==> src/include/rsc_consts.svh <==
`ifndef RSC_CONSTS_SVH
`define RSC_CONSTS_SVH

// --------------------------------------------------------------------------
// Register byte addresses
// --------------------------------------------------------------------------
`define RSC_ADDR_FTW0        16'h0300
`define RSC_ADDR_FTW5        16'h0305
`define RSC_ADDR_SLEW_LO     16'h0316
`define RSC_ADDR_SLEW_HI     16'h0317
`define RSC_ADDR_PBO         16'h0507
`define RSC_ADDR_LOOP        16'h0a01

// --------------------------------------------------------------------------
// Field positions and reset values
// --------------------------------------------------------------------------
`define RSC_LOOP_UREF_LSB    0
`define RSC_LOOP_MODE_LSB    3
`define RSC_LOOP_FREE_BIT    5
`define RSC_LOOP_HOLD_BIT    6
`define RSC_PBO_THR_LSB      0
`define RSC_LOOP_RESET       8'h00
`define RSC_PBO_RESET        8'h00
`define RSC_SLEW_RESET       16'h0000
`define RSC_FTW_RESET        48'h000000000000

// --------------------------------------------------------------------------
// Timing: one picosecond of slew credit per accumulated unit threshold
// --------------------------------------------------------------------------
`define RSC_CLK_PERIOD_NS    10
`define RSC_PS_PER_NS        1000
`define RSC_NS_PER_S         1000000000
`define RSC_SLEW_CREDIT      (`RSC_NS_PER_S / `RSC_PS_PER_NS)

`endif

==> src/include/rsc_pkg.sv <==
package rsc_pkg;

    typedef enum logic [1:0] {
        MODE_AUTO     = 2'h0,
        MODE_FALLBACK = 2'h1,
        MODE_HOLDOVER = 2'h2,
        MODE_MANUAL   = 2'h3
    } rsc_mode_t;

    typedef enum logic [2:0] {
        LS_FREERUN  = 3'h1,
        LS_HOLDOVER = 3'h2,
        LS_ACTIVE   = 3'h4
    } rsc_loop_t;

endpackage

==> src/include/rsc_slew_if.sv <==
`timescale 1ns/100ps
interface rsc_slew_if;
    logic [15:0]        limit;
    logic               switch_start;
    logic signed [31:0] phase_err;
    logic               step_up;
    logic               step_dn;
    logic               active;

    modport ctrl    (output limit, switch_start, phase_err,
                     input  step_up, step_dn, active);
    modport limiter (input  limit, switch_start, phase_err,
                     output step_up, step_dn, active);
endinterface

==> src/rtl/rsc_slew_limit.sv <==
`timescale 1ns/100ps
`include "rsc_consts.svh"
module rsc_slew_limit
    import rsc_pkg::*;
(
    input wire logic  mclk,
    input wire logic  srst,
    rsc_slew_if.limiter sif
);
    localparam logic [23:0] CREDIT  = 24'(`RSC_SLEW_CREDIT);
    localparam logic [23:0] PER_CLK = 24'(`RSC_CLK_PERIOD_NS);

    logic [23:0] acc;
    logic [15:0] credit;
    logic        take;

    assign take = sif.active && (sif.limit != 16'h0) && (credit != 16'h0) &&
                  (sif.phase_err != 32'sh0);

    // Budget accrues at limit ns/s; each full credit allows one 1 ps step.
    always_ff @(posedge mclk) begin
        if (srst || !sif.active) begin
            acc    <= 24'h0;
            credit <= 16'h0;
        end else if (acc + sif.limit * PER_CLK >= CREDIT) begin
            acc    <= acc + sif.limit * PER_CLK - CREDIT;
            credit <= credit + 16'h1 - {15'h0, take};
        end else begin
            acc    <= acc + sif.limit * PER_CLK;
            credit <= credit - {15'h0, take};
        end
    end

    always_ff @(posedge mclk) begin
        if (srst || sif.limit == 16'h0) begin
            sif.active <= 1'b0;
        end else if (sif.switch_start) begin
            sif.active <= 1'b1;
        end else if (sif.phase_err == 32'sh0) begin
            sif.active <= 1'b0;
        end
    end

    always_ff @(posedge mclk) begin
        if (srst) begin
            sif.step_up <= 1'b0;
            sif.step_dn <= 1'b0;
        end else begin
            sif.step_up <= take && !sif.phase_err[31];
            sif.step_dn <= take && sif.phase_err[31];
        end
    end

    a_slew_disabled: assert property (@(posedge mclk) disable iff (srst)
        sif.limit == 16'h0 |=> !sif.active && !sif.step_up && !sif.step_dn)
        else $error("slew controller active with zero limit");
    a_step_needs_credit: assert property (@(posedge mclk) disable iff (srst)
        (sif.step_up || sif.step_dn) |-> $past(credit) != 16'h0 && $past(sif.active))
        else $error("phase step taken without slew credit");
    a_slew_start: assert property (@(posedge mclk) disable iff (srst)
        sif.switch_start && sif.limit != 16'h0 |=> sif.active)
        else $error("slew controller did not start on a switchover");
    a_slew_settle: assert property (@(posedge mclk) disable iff (srst)
        sif.active && !sif.switch_start && sif.phase_err == 32'sh0 |=> !sif.active)
        else $error("slew controller kept running with no phase error");
endmodule

==> src/rtl/rsc_top.sv <==
`timescale 1ns/100ps
`include "rsc_consts.svh"
module rsc_top
    import rsc_pkg::*;
(
    input  wire logic               mclk,
    input  wire logic               srst,
    input  wire logic [15:0]        reg_addr,
    input  wire logic [7:0]         reg_wdata,
    input  wire logic               reg_we,
    output logic      [7:0]         reg_rdata,
    input  wire logic [3:0]         ref_valid,
    input  wire logic [3:0]         redetect_expired,
    input  wire logic [3:0]         prof_load,
    input  wire logic [11:0]        prof_num,
    input  wire logic [23:0]        sel_prio_tab,
    input  wire logic [23:0]        promo_prio_tab,
    input  wire logic signed [31:0] phase_err,
    output logic      [1:0]         active_ref,
    output rsc_loop_t               loop_state,
    output logic                    switch_pulse,
    output logic                    buildout_pulse,
    output logic      [47:0]        ftw_out,
    output logic                    slew_active,
    output logic                    slew_step_up,
    output logic                    slew_step_dn
);
    // ----------------------------------------------------------------------
    // Helper functions
    // ----------------------------------------------------------------------
    function automatic logic [2:0] prio_of(input logic [2:0] prof,
                                           input logic [23:0] tab);
        prio_of = tab[prof*3 +: 3];
    endfunction

    function automatic logic [5:0] best_pick(input logic [3:0]  cand,
                                             input logic [11:0] pn,
                                             input logic [23:0] sp);
        logic       found;
        logic [1:0] idx;
        logic [2:0] pr;
        logic [2:0] p;
        found = 1'b0;
        idx   = 2'h0;
        pr    = 3'h7;
        // Scanning downward with <= leaves the lowest index on a tie.
        for (int i = 3; i >= 0; i--) begin
            p = prio_of(pn[i*3 +: 3], sp);
            if (cand[i] && (!found || p <= pr)) begin
                found = 1'b1;
                idx   = 2'(i);
                pr    = p;
            end
        end
        best_pick = {found, idx, pr};
    endfunction

    // ----------------------------------------------------------------------
    // Registers
    // ----------------------------------------------------------------------
    logic [47:0] free_run_tuning_word;
    logic [15:0] phase_slew_rate_limit;
    logic [7:0]  phase_buildout_switching;
    logic [7:0]  loop_mode;

    always_ff @(posedge mclk) begin
        if (srst) begin
            free_run_tuning_word     <= `RSC_FTW_RESET;
            phase_slew_rate_limit    <= `RSC_SLEW_RESET;
            phase_buildout_switching <= `RSC_PBO_RESET;
            loop_mode                <= `RSC_LOOP_RESET;
        end else if (reg_we) begin
            if (reg_addr >= `RSC_ADDR_FTW0 && reg_addr <= `RSC_ADDR_FTW5) begin
                free_run_tuning_word[(reg_addr[2:0])*8 +: 8] <= reg_wdata;
            end
            if (reg_addr == `RSC_ADDR_SLEW_LO) begin
                phase_slew_rate_limit[7:0] <= reg_wdata;
            end
            if (reg_addr == `RSC_ADDR_SLEW_HI) begin
                phase_slew_rate_limit[15:8] <= reg_wdata;
            end
            if (reg_addr == `RSC_ADDR_PBO) begin
                phase_buildout_switching <= reg_wdata;
            end
            if (reg_addr == `RSC_ADDR_LOOP) begin
                loop_mode <= reg_wdata;
            end
        end
    end

    always_ff @(posedge mclk) begin
        if (srst) begin
            reg_rdata <= 8'h00;
        end else if (reg_addr >= `RSC_ADDR_FTW0 && reg_addr <= `RSC_ADDR_FTW5) begin
            reg_rdata <= free_run_tuning_word[(reg_addr[2:0])*8 +: 8];
        end else if (reg_addr == `RSC_ADDR_SLEW_LO) begin
            reg_rdata <= phase_slew_rate_limit[7:0];
        end else if (reg_addr == `RSC_ADDR_SLEW_HI) begin
            reg_rdata <= phase_slew_rate_limit[15:8];
        end else if (reg_addr == `RSC_ADDR_PBO) begin
            reg_rdata <= phase_buildout_switching;
        end else if (reg_addr == `RSC_ADDR_LOOP) begin
            reg_rdata <= loop_mode;
        end else begin
            reg_rdata <= 8'h00;
        end
    end

    // ----------------------------------------------------------------------
    // Field decode
    // ----------------------------------------------------------------------
    rsc_mode_t  sel_mode;
    logic [1:0] user_ref;
    logic       force_free;
    logic       force_hold;
    logic [2:0] pm_thresh;

    assign sel_mode   = rsc_mode_t'(loop_mode[`RSC_LOOP_MODE_LSB +: 2]);
    assign user_ref   = loop_mode[`RSC_LOOP_UREF_LSB +: 2];
    assign force_free = loop_mode[`RSC_LOOP_FREE_BIT];
    assign force_hold = loop_mode[`RSC_LOOP_HOLD_BIT];
    assign pm_thresh  = phase_buildout_switching[`RSC_PBO_THR_LSB +: 3];

    // ----------------------------------------------------------------------
    // Reference-to-profile table
    // ----------------------------------------------------------------------
    logic [3:0]  prof_ok;
    logic [11:0] prof_tab;

    always_ff @(posedge mclk) begin
        if (srst) begin
            prof_ok  <= 4'h0;
            prof_tab <= 12'h000;
        end else begin
            for (int i = 0; i < 4; i++) begin
                if (prof_load[i]) begin
                    prof_ok[i]        <= 1'b1;
                    prof_tab[i*3 +: 3] <= prof_num[i*3 +: 3];
                end else if (redetect_expired[i]) begin
                    prof_ok[i] <= 1'b0;
                end
            end
        end
    end

    // ----------------------------------------------------------------------
    // Selection
    // ----------------------------------------------------------------------
    logic [3:0] cand;
    logic [5:0] best;
    logic       best_found;
    logic [1:0] best_idx;
    logic [2:0] best_prio;
    logic       user_ok;
    logic       act_ok;
    logic [2:0] act_promo;
    logic [1:0] next_ref;
    rsc_loop_t  next_state;
    logic       next_switch;
    logic       next_master;

    assign cand       = ref_valid & prof_ok;
    assign best       = best_pick(cand, prof_tab, sel_prio_tab);
    assign best_found = best[5];
    assign best_idx   = best[4:3];
    assign best_prio  = best[2:0];
    assign user_ok    = cand[user_ref];
    assign act_ok     = (loop_state == LS_ACTIVE) && cand[active_ref];
    assign act_promo  = prio_of(prof_tab[active_ref*3 +: 3], promo_prio_tab);

    always_comb begin
        next_ref   = active_ref;
        next_state = loop_state;
        if (force_free) begin
            next_state = LS_FREERUN;
        end else if (force_hold) begin
            next_state = LS_HOLDOVER;
        end else begin
            unique case (sel_mode)
                MODE_MANUAL: begin
                    next_state = LS_ACTIVE;
                    next_ref   = user_ref;
                end
                MODE_HOLDOVER: begin
                    if (user_ok) begin
                        next_state = LS_ACTIVE;
                        next_ref   = user_ref;
                    end else begin
                        next_state = LS_HOLDOVER;
                    end
                end
                MODE_FALLBACK, MODE_AUTO: begin
                    if (sel_mode == MODE_FALLBACK && user_ok) begin
                        next_state = LS_ACTIVE;
                        next_ref   = user_ref;
                    end else if (!act_ok) begin
                        next_state = best_found ? LS_ACTIVE : LS_HOLDOVER;
                        next_ref   = best_found ? best_idx : active_ref;
                    end else if (best_found && best_prio < act_promo) begin
                        next_state = LS_ACTIVE;
                        next_ref   = best_idx;
                    end
                end
            endcase
        end
    end

    assign next_switch = (next_state == LS_ACTIVE) &&
                         (loop_state != LS_ACTIVE || next_ref != active_ref);
    assign next_master = prio_of(prof_tab[next_ref*3 +: 3], sel_prio_tab) < pm_thresh;

    always_ff @(posedge mclk) begin
        if (srst) begin
            active_ref     <= 2'h0;
            loop_state     <= LS_FREERUN;
            switch_pulse   <= 1'b0;
            buildout_pulse <= 1'b0;
        end else begin
            active_ref     <= next_ref;
            loop_state     <= next_state;
            switch_pulse   <= next_switch;
            buildout_pulse <= next_switch && !next_master;
        end
    end

    always_ff @(posedge mclk) begin
        if (srst) begin
            ftw_out <= `RSC_FTW_RESET;
        end else if (next_state == LS_FREERUN) begin
            ftw_out <= free_run_tuning_word;
        end
    end

    // ----------------------------------------------------------------------
    // Phase slew limiter
    // ----------------------------------------------------------------------
    rsc_slew_if slew_bus();

    assign slew_bus.limit        = phase_slew_rate_limit;
    assign slew_bus.switch_start = switch_pulse;
    assign slew_bus.phase_err    = phase_err;
    assign slew_active           = slew_bus.active;
    assign slew_step_up          = slew_bus.step_up;
    assign slew_step_dn          = slew_bus.step_dn;

    rsc_slew_limit u_slew (
        .mclk (mclk),
        .srst (srst),
        .sif  (slew_bus.limiter)
    );

    // ----------------------------------------------------------------------
    // Assertions
    // ----------------------------------------------------------------------
    a_manual_user_ref: assert property (@(posedge mclk) disable iff (srst)
        sel_mode == MODE_MANUAL && !force_free && !force_hold
        |=> active_ref == $past(user_ref) && loop_state == LS_ACTIVE)
        else $error("manual mode did not select the user reference");
    a_hold_on_invalid: assert property (@(posedge mclk) disable iff (srst)
        sel_mode == MODE_HOLDOVER && !force_free && !force_hold && !user_ok
        |=> loop_state == LS_HOLDOVER)
        else $error("holdover mode failed to hold on invalid user reference");
    a_force_freerun: assert property (@(posedge mclk) disable iff (srst)
        force_free |=> loop_state == LS_FREERUN ##0 ftw_out == $past(free_run_tuning_word))
        else $error("forced free-run not applied");
    a_switch_valid: assert property (@(posedge mclk) disable iff (srst)
        switch_pulse && $past(sel_mode) != MODE_MANUAL
        |-> ($past(cand) & (4'h1 << active_ref)) != 4'h0)
        else $error("switched to an invalid reference");
    a_auto_best: assert property (@(posedge mclk) disable iff (srst)
        sel_mode == MODE_AUTO && !force_free && !force_hold && !act_ok && best_found
        |=> active_ref == $past(best_idx))
        else $error("automatic switch missed the best reference");
    a_fallback_user: assert property (@(posedge mclk) disable iff (srst)
        sel_mode == MODE_FALLBACK && !force_free && !force_hold && user_ok
        |=> active_ref == $past(user_ref) && loop_state == LS_ACTIVE)
        else $error("fallback mode ignored a valid user reference");
    a_buildout_switch: assert property (@(posedge mclk) disable iff (srst)
        buildout_pulse |-> switch_pulse &&
        prio_of(prof_tab[active_ref*3 +: 3], sel_prio_tab) >= $past(pm_thresh))
        else $error("build-out switch to a phase master");
    a_thresh_reset: assert property (@(posedge mclk)
        srst |=> pm_thresh == 3'h0 && phase_slew_rate_limit == 16'h0)
        else $error("threshold or slew limit not cleared by reset");
    a_null_expire: assert property (@(posedge mclk) disable iff (srst)
        (redetect_expired & ~prof_load) != 4'h0
        |=> (prof_ok & $past(redetect_expired & ~prof_load)) == 4'h0)
        else $error("profile not cleared on redetect expiry");
    a_force_holdover: assert property (@(posedge mclk) disable iff (srst)
        !force_free && force_hold |=> loop_state == LS_HOLDOVER)
        else $error("forced holdover not applied");
    a_hold_user_ok: assert property (@(posedge mclk) disable iff (srst)
        sel_mode == MODE_HOLDOVER && !force_free && !force_hold && user_ok
        |=> active_ref == $past(user_ref) && loop_state == LS_ACTIVE)
        else $error("holdover mode ignored a valid user reference");
    a_no_cand_hold: assert property (@(posedge mclk) disable iff (srst)
        (sel_mode == MODE_AUTO || sel_mode == MODE_FALLBACK) && !force_free && !force_hold
        && cand == 4'h0 |=> loop_state == LS_HOLDOVER)
        else $error("no candidate left but loop not in holdover");

    // A returning reference no better than the promoted priority must not take over.
    a_promo_keeps: assert property (@(posedge mclk) disable iff (srst)
        sel_mode == MODE_AUTO && !force_free && !force_hold && act_ok && best_found
        && best_prio >= act_promo |=> active_ref == $past(active_ref) && !switch_pulse)
        else $error("promoted priority did not keep the active reference");
    a_tuning_frozen: assert property (@(posedge mclk) disable iff (srst)
        next_state != LS_FREERUN |=> $stable(ftw_out))
        else $error("tuning word output moved outside free-run");
    a_loop_onehot: assert property (@(posedge mclk) disable iff (srst)
        $onehot(loop_state))
        else $error("loop state is not a legal one-hot code");

    c_auto_switch: cover property (@(posedge mclk) disable iff (srst)
        sel_mode == MODE_AUTO ##1 switch_pulse);
    c_buildout: cover property (@(posedge mclk) disable iff (srst) buildout_pulse);
    c_promo_block: cover property (@(posedge mclk) disable iff (srst)
        act_ok && best_found && best_idx != active_ref && best_prio >= act_promo);
    c_slew_run: cover property (@(posedge mclk) disable iff (srst) slew_step_up);
    c_hold_entry: cover property (@(posedge mclk) disable iff (srst)
        loop_state == LS_ACTIVE ##1 loop_state == LS_HOLDOVER);
endmodule

==> config.mk <==
export PLATFORM = sky130hd
export DESIGN_NAME = rsc_top
export DESIGN_NICKNAME = d
export VERILOG_FILES = /design/src/include/rsc_pkg.sv /design/src/include/rsc_slew_if.sv /design/src/rtl/rsc_slew_limit.sv /design/src/rtl/rsc_top.sv
export VERILOG_INCLUDE_DIRS = /design/src /design/src/include
export SDC_FILE = /design/constraint.sdc
export NUM_CORES = 1
export LEC_CHECK = 0
export ABC_AREA = 1
export BUFFER_PORTS_ARGS = -buffer_cell sky130_fd_sc_hd__buf_2
export CAP_MARGIN = 40
export CELL_PAD_IN_SITES_DETAIL_PLACEMENT = 1
export CELL_PAD_IN_SITES_GLOBAL_PLACEMENT = 2
export CORE_MARGIN = 5
export CORE_UTILIZATION = 35
export DETAILED_ROUTE_END_ITERATION = 10
export PLACE_DENSITY_LB_ADDON = 0.3
export SYNTH_ARGS = -nofsm -noshare
export SYNTH_HDL_FRONTEND = slang
export SYNTH_SLANG_ARGS = --single-unit
==> constraint.sdc <==
create_clock -name mclk -period 19.37 [get_ports mclk]
set_clock_uncertainty 0.05 [all_clocks]
set_input_delay 3.874 -clock mclk [delete_from_list [all_inputs] [get_ports mclk]]
set_output_delay 3.874 -clock mclk [all_outputs]
set_load 0.01 [all_outputs]
==> impl_metrics.env <==
export IMPL_crit_arrival_ns=10.73
export IMPL_tns_ns=0
export IMPL_setup_violations=0
export IMPL_hold_path_depth=2
export IMPL_dieArea_um2=41800
export IMPL_cts_buffer_depth=3
export IMPL_path_max_fanout=19
export IMPL_syn_cell_area_um2=13200
export IMPL_ctsRootBufferMaster="clkbuf_16"
export IMPL_cpPeakStageDelay_ns=0.39
export IMPL_finalCritPeriodShare_pct=53.4
export IMPL_clkLatencyLatePin_ns=0.56
export IMPL_drv_cap=0
export IMPL_cts_tree="done"
export IMPL_ys_flop_type="dfxtp_1"
export IMPL_slew_headroom_pct=40.9
export IMPL_cts_sinks=201
export IMPL_met3_usage_pct=2.63
export IMPL_r2r_cells=42
export IMPL_place_ws_ns=8.56
export IMPL_synth_top_area_share_pct=30.4
export IMPL_cts_setup_buffers=0
export IMPL_clkSlewWorstSetupHoldPaths_ns=0.06
export IMPL_cts_buffers=26
export IMPL_power_per_cell_area_nw_per_um2=70.9
export IMPL_layout_common_cells="nand2_1 (276), inv_1 (248), a21oi_1 (232)"
export IMPL_final_common_cell="nand2_1"
export IMPL_tightest_slew_ns=0.886
export IMPL_drt_iter0_drc=749
export IMPL_dp_hpwl_um=37300
export IMPL_setup_ws_ns=9.03
export IMPL_multi_input_area_um2=7900
export IMPL_hold_buffers=0
export IMPL_place_gp_congestion=0.930
export IMPL_power_leakage_uw=0.00713
export IMPL_dr_pass1_iters=5
export IMPL_whs_endpoint="prof_ok[1]$_SDFFE_PP0P_"
export IMPL_antenna_left=0
export IMPL_synth_edf_count=0
export IMPL_overflow=0
export IMPL_r2r_end="buildout_pulse$_SDFF_PP0_"
export IMPL_io_buffer_count=196
export IMPL_pin_count=197
export IMPL_worstHoldPathType="reg -> reg"
export IMPL_grt_pass1_wl_um=77300
export IMPL_area_delta_synth_final_pct=17.5
export IMPL_synth_top_cells_by_area="dfxtp_1 (30%), ha_1 (9.3%), a21oi_1 (8.8%)"
export IMPL_crit_required_ns=19.76
export IMPL_status="finished clean"
export IMPL_routed_wl_um=48700
export IMPL_die_h_um=204
export IMPL_yosysTopAreaCell="dfxtp_1"
export IMPL_yosysUniqueCellTypes=61
export IMPL_ys_warn_count=0
export IMPL_start_util_pct=35.3
export IMPL_globalRouteMet2Util_pct=38.8
export IMPL_regArea_um2=4030
export IMPL_synth_fp_nets=2154
export IMPL_min_from="prof_ok[1]$_SDFFE_PP0P_"
export IMPL_grt_busiest_layer="met2"
export IMPL_period_minus_slack_ns=10.34
export IMPL_rows=71
export IMPL_finalHoldViolCount=0
export IMPL_routedWlPerCell_um=18.6
export IMPL_nFillCells=4843
export IMPL_cpMaxStageDelayCell="a211oi_1"
export IMPL_syn_area_per_cell_um2=6.88
export IMPL_n_antenna_cell=0
export IMPL_core_region_area_um2=37500
export IMPL_max_freq_mhz=96.7
export IMPL_grt_pass1_vias=14100
export IMPL_grtUsageMet1_pct=30.8
export IMPL_setup_worst_path_end_class="flip-flop"
export IMPL_drc=0
export IMPL_total_power_uw=1100
export IMPL_netlist_instances=1923
export IMPL_num_vias=13600
export IMPL_worstSetupPathType="in -> reg"
export IMPL_startpoint_type="primary input"
export IMPL_final_util_pct=41.5
export IMPL_grt_max_degree=97
export IMPL_grt_use_total_pct=22.7
export IMPL_antenna_found_initial=0
export IMPL_finalNetCount=2321
export IMPL_reg2reg_slack_ns=11.33
export IMPL_yosys_register_bits=201
export IMPL_slew_viol_final=0
export IMPL_peakVddDrop_v=0.0000773
export IMPL_rr_startpoint="prof_tab[9]$_SDFFE_PP0P_"
export IMPL_rsz0062_at_grt="no"
export IMPL_synthArstFlopShare_pct=0
export IMPL_viasPerCell=5.20
export IMPL_drive_gt1_share_pct=14.5
export IMPL_cts_resized=0
export IMPL_h_tree_depth=1
export IMPL_die_w_um=204
export IMPL_crit_top_cell="nand2_1"
export IMPL_ys_seq_area_share_pct=30.4
routing by layer:
| metal | up-vias | wire [um] |
|---|---|---|
| met2 | 248 | 22900 |
| met5 | - | 0 |
| met4 | 0 | 1250 |
| met3 | 70 | 1780 |
| li1 | 6790 | - |
| met1 | 6495 | 22800 |
cell families (layout without fill, tap and decap cells):
logic type | Yosys count | in the layout | synth area share (%)
fa+ha+maj | 100 | 100 | 9.57
compound gates | 566 | 566 | 24.2
flops | 201 | 201 | 30.4
buf+inv | 329 | 512 | 9.89
mux | 2 | 2 | 0.151
xor+xnor | 54 | 54 | 3.63
simple gates | 671 | 671 | 22.1
sequential cells by signal, summed over array words and instances (netlist names):
| name | cells |
|---|---|
| phase_slew_rate_limit | 16 |
| ftw_out | 48 |
| u_slew.sif.active | 1 |
| free_run_tuning_word | 48 |
| loop_state | 3 |
| active_ref | 2 |
| u_slew.acc | 23 |
| reg_rdata | 8 |
| u_slew.sif.step_up | 1 |
| prof_tab | 12 |
| loop_mode | 8 |
| u_slew.credit | 16 |
| prof_ok | 4 |
| phase_buildout_switching | 8 |
| switch_pulse | 1 |
| buildout_pulse | 1 |
| u_slew.sif.step_dn | 1 |
layout make-up:
class                           instances  area share, %
Clock buffer                           36           4.94
Timing Repair Buffer                  208           7.00
Multi-Input combinational cell       1393           50.8
Clock inverter                          8          0.950
Inverter                              260           6.28
Tap cell                              511           4.11
Sequential cell                       201           25.9
synth_stat cells (16+ instances only):
master / count
nor3_1: 16
clkbuf_1: 50
dfxtp_1: 201
a211oi_1: 35
inv_1: 248
nor2_1: 204
nand2_1: 276
nand3_1: 108
o21ai_0: 221
xor2_1: 39
a21oi_1: 232
nor4_1: 16
ha_1: 98
power by group:
| part | total, uW | switching, uW | leakage [uW] | internal, uW |
|---|---|---|---|---|
| combinational | 159 | 106 | 0.00506 | 52.9 |
| clock | 516 | 200 | 0.000438 | 316 |
| sequential | 427 | 9.61 | 0.00162 | 417 |
| total | 1100 | 315 | 0.00713 | 786 |
critical path: cells and delay by family:
kind	cells	cell delay, ns
compound gates	17	3.15
fa+ha+maj	5	1.59
buf+inv	3	0.33
simple gates	17	1.74
worst max-delay path by stage:
stage                     startpoint                        end
floorplan           sel_prio_tab[20]  buildout_pulse$_SDFF_PP0_
global placement    sel_prio_tab[11]  buildout_pulse$_SDFF_PP0_
detailed placement  sel_prio_tab[10]  buildout_pulse$_SDFF_PP0_
CTS                 sel_prio_tab[10]  buildout_pulse$_SDFF_PP0_
global route        sel_prio_tab[11]  buildout_pulse$_SDFF_PP0_
finish              sel_prio_tab[10]  buildout_pulse$_SDFF_PP0_
stage by stage:
step	hold WS [ns]	std cells	instance area [um2]
4_1_cts	0.416	2615	15500
3_5_place_dp	0.406	2571	14600
6_report	0.412	2617	15500
5_1_grt	0.437	2617	15500
3_3_place_gp	0.400	2567	14600
2_1_floorplan	0.384	1923	13200
(Power assumes the default switching activity.)
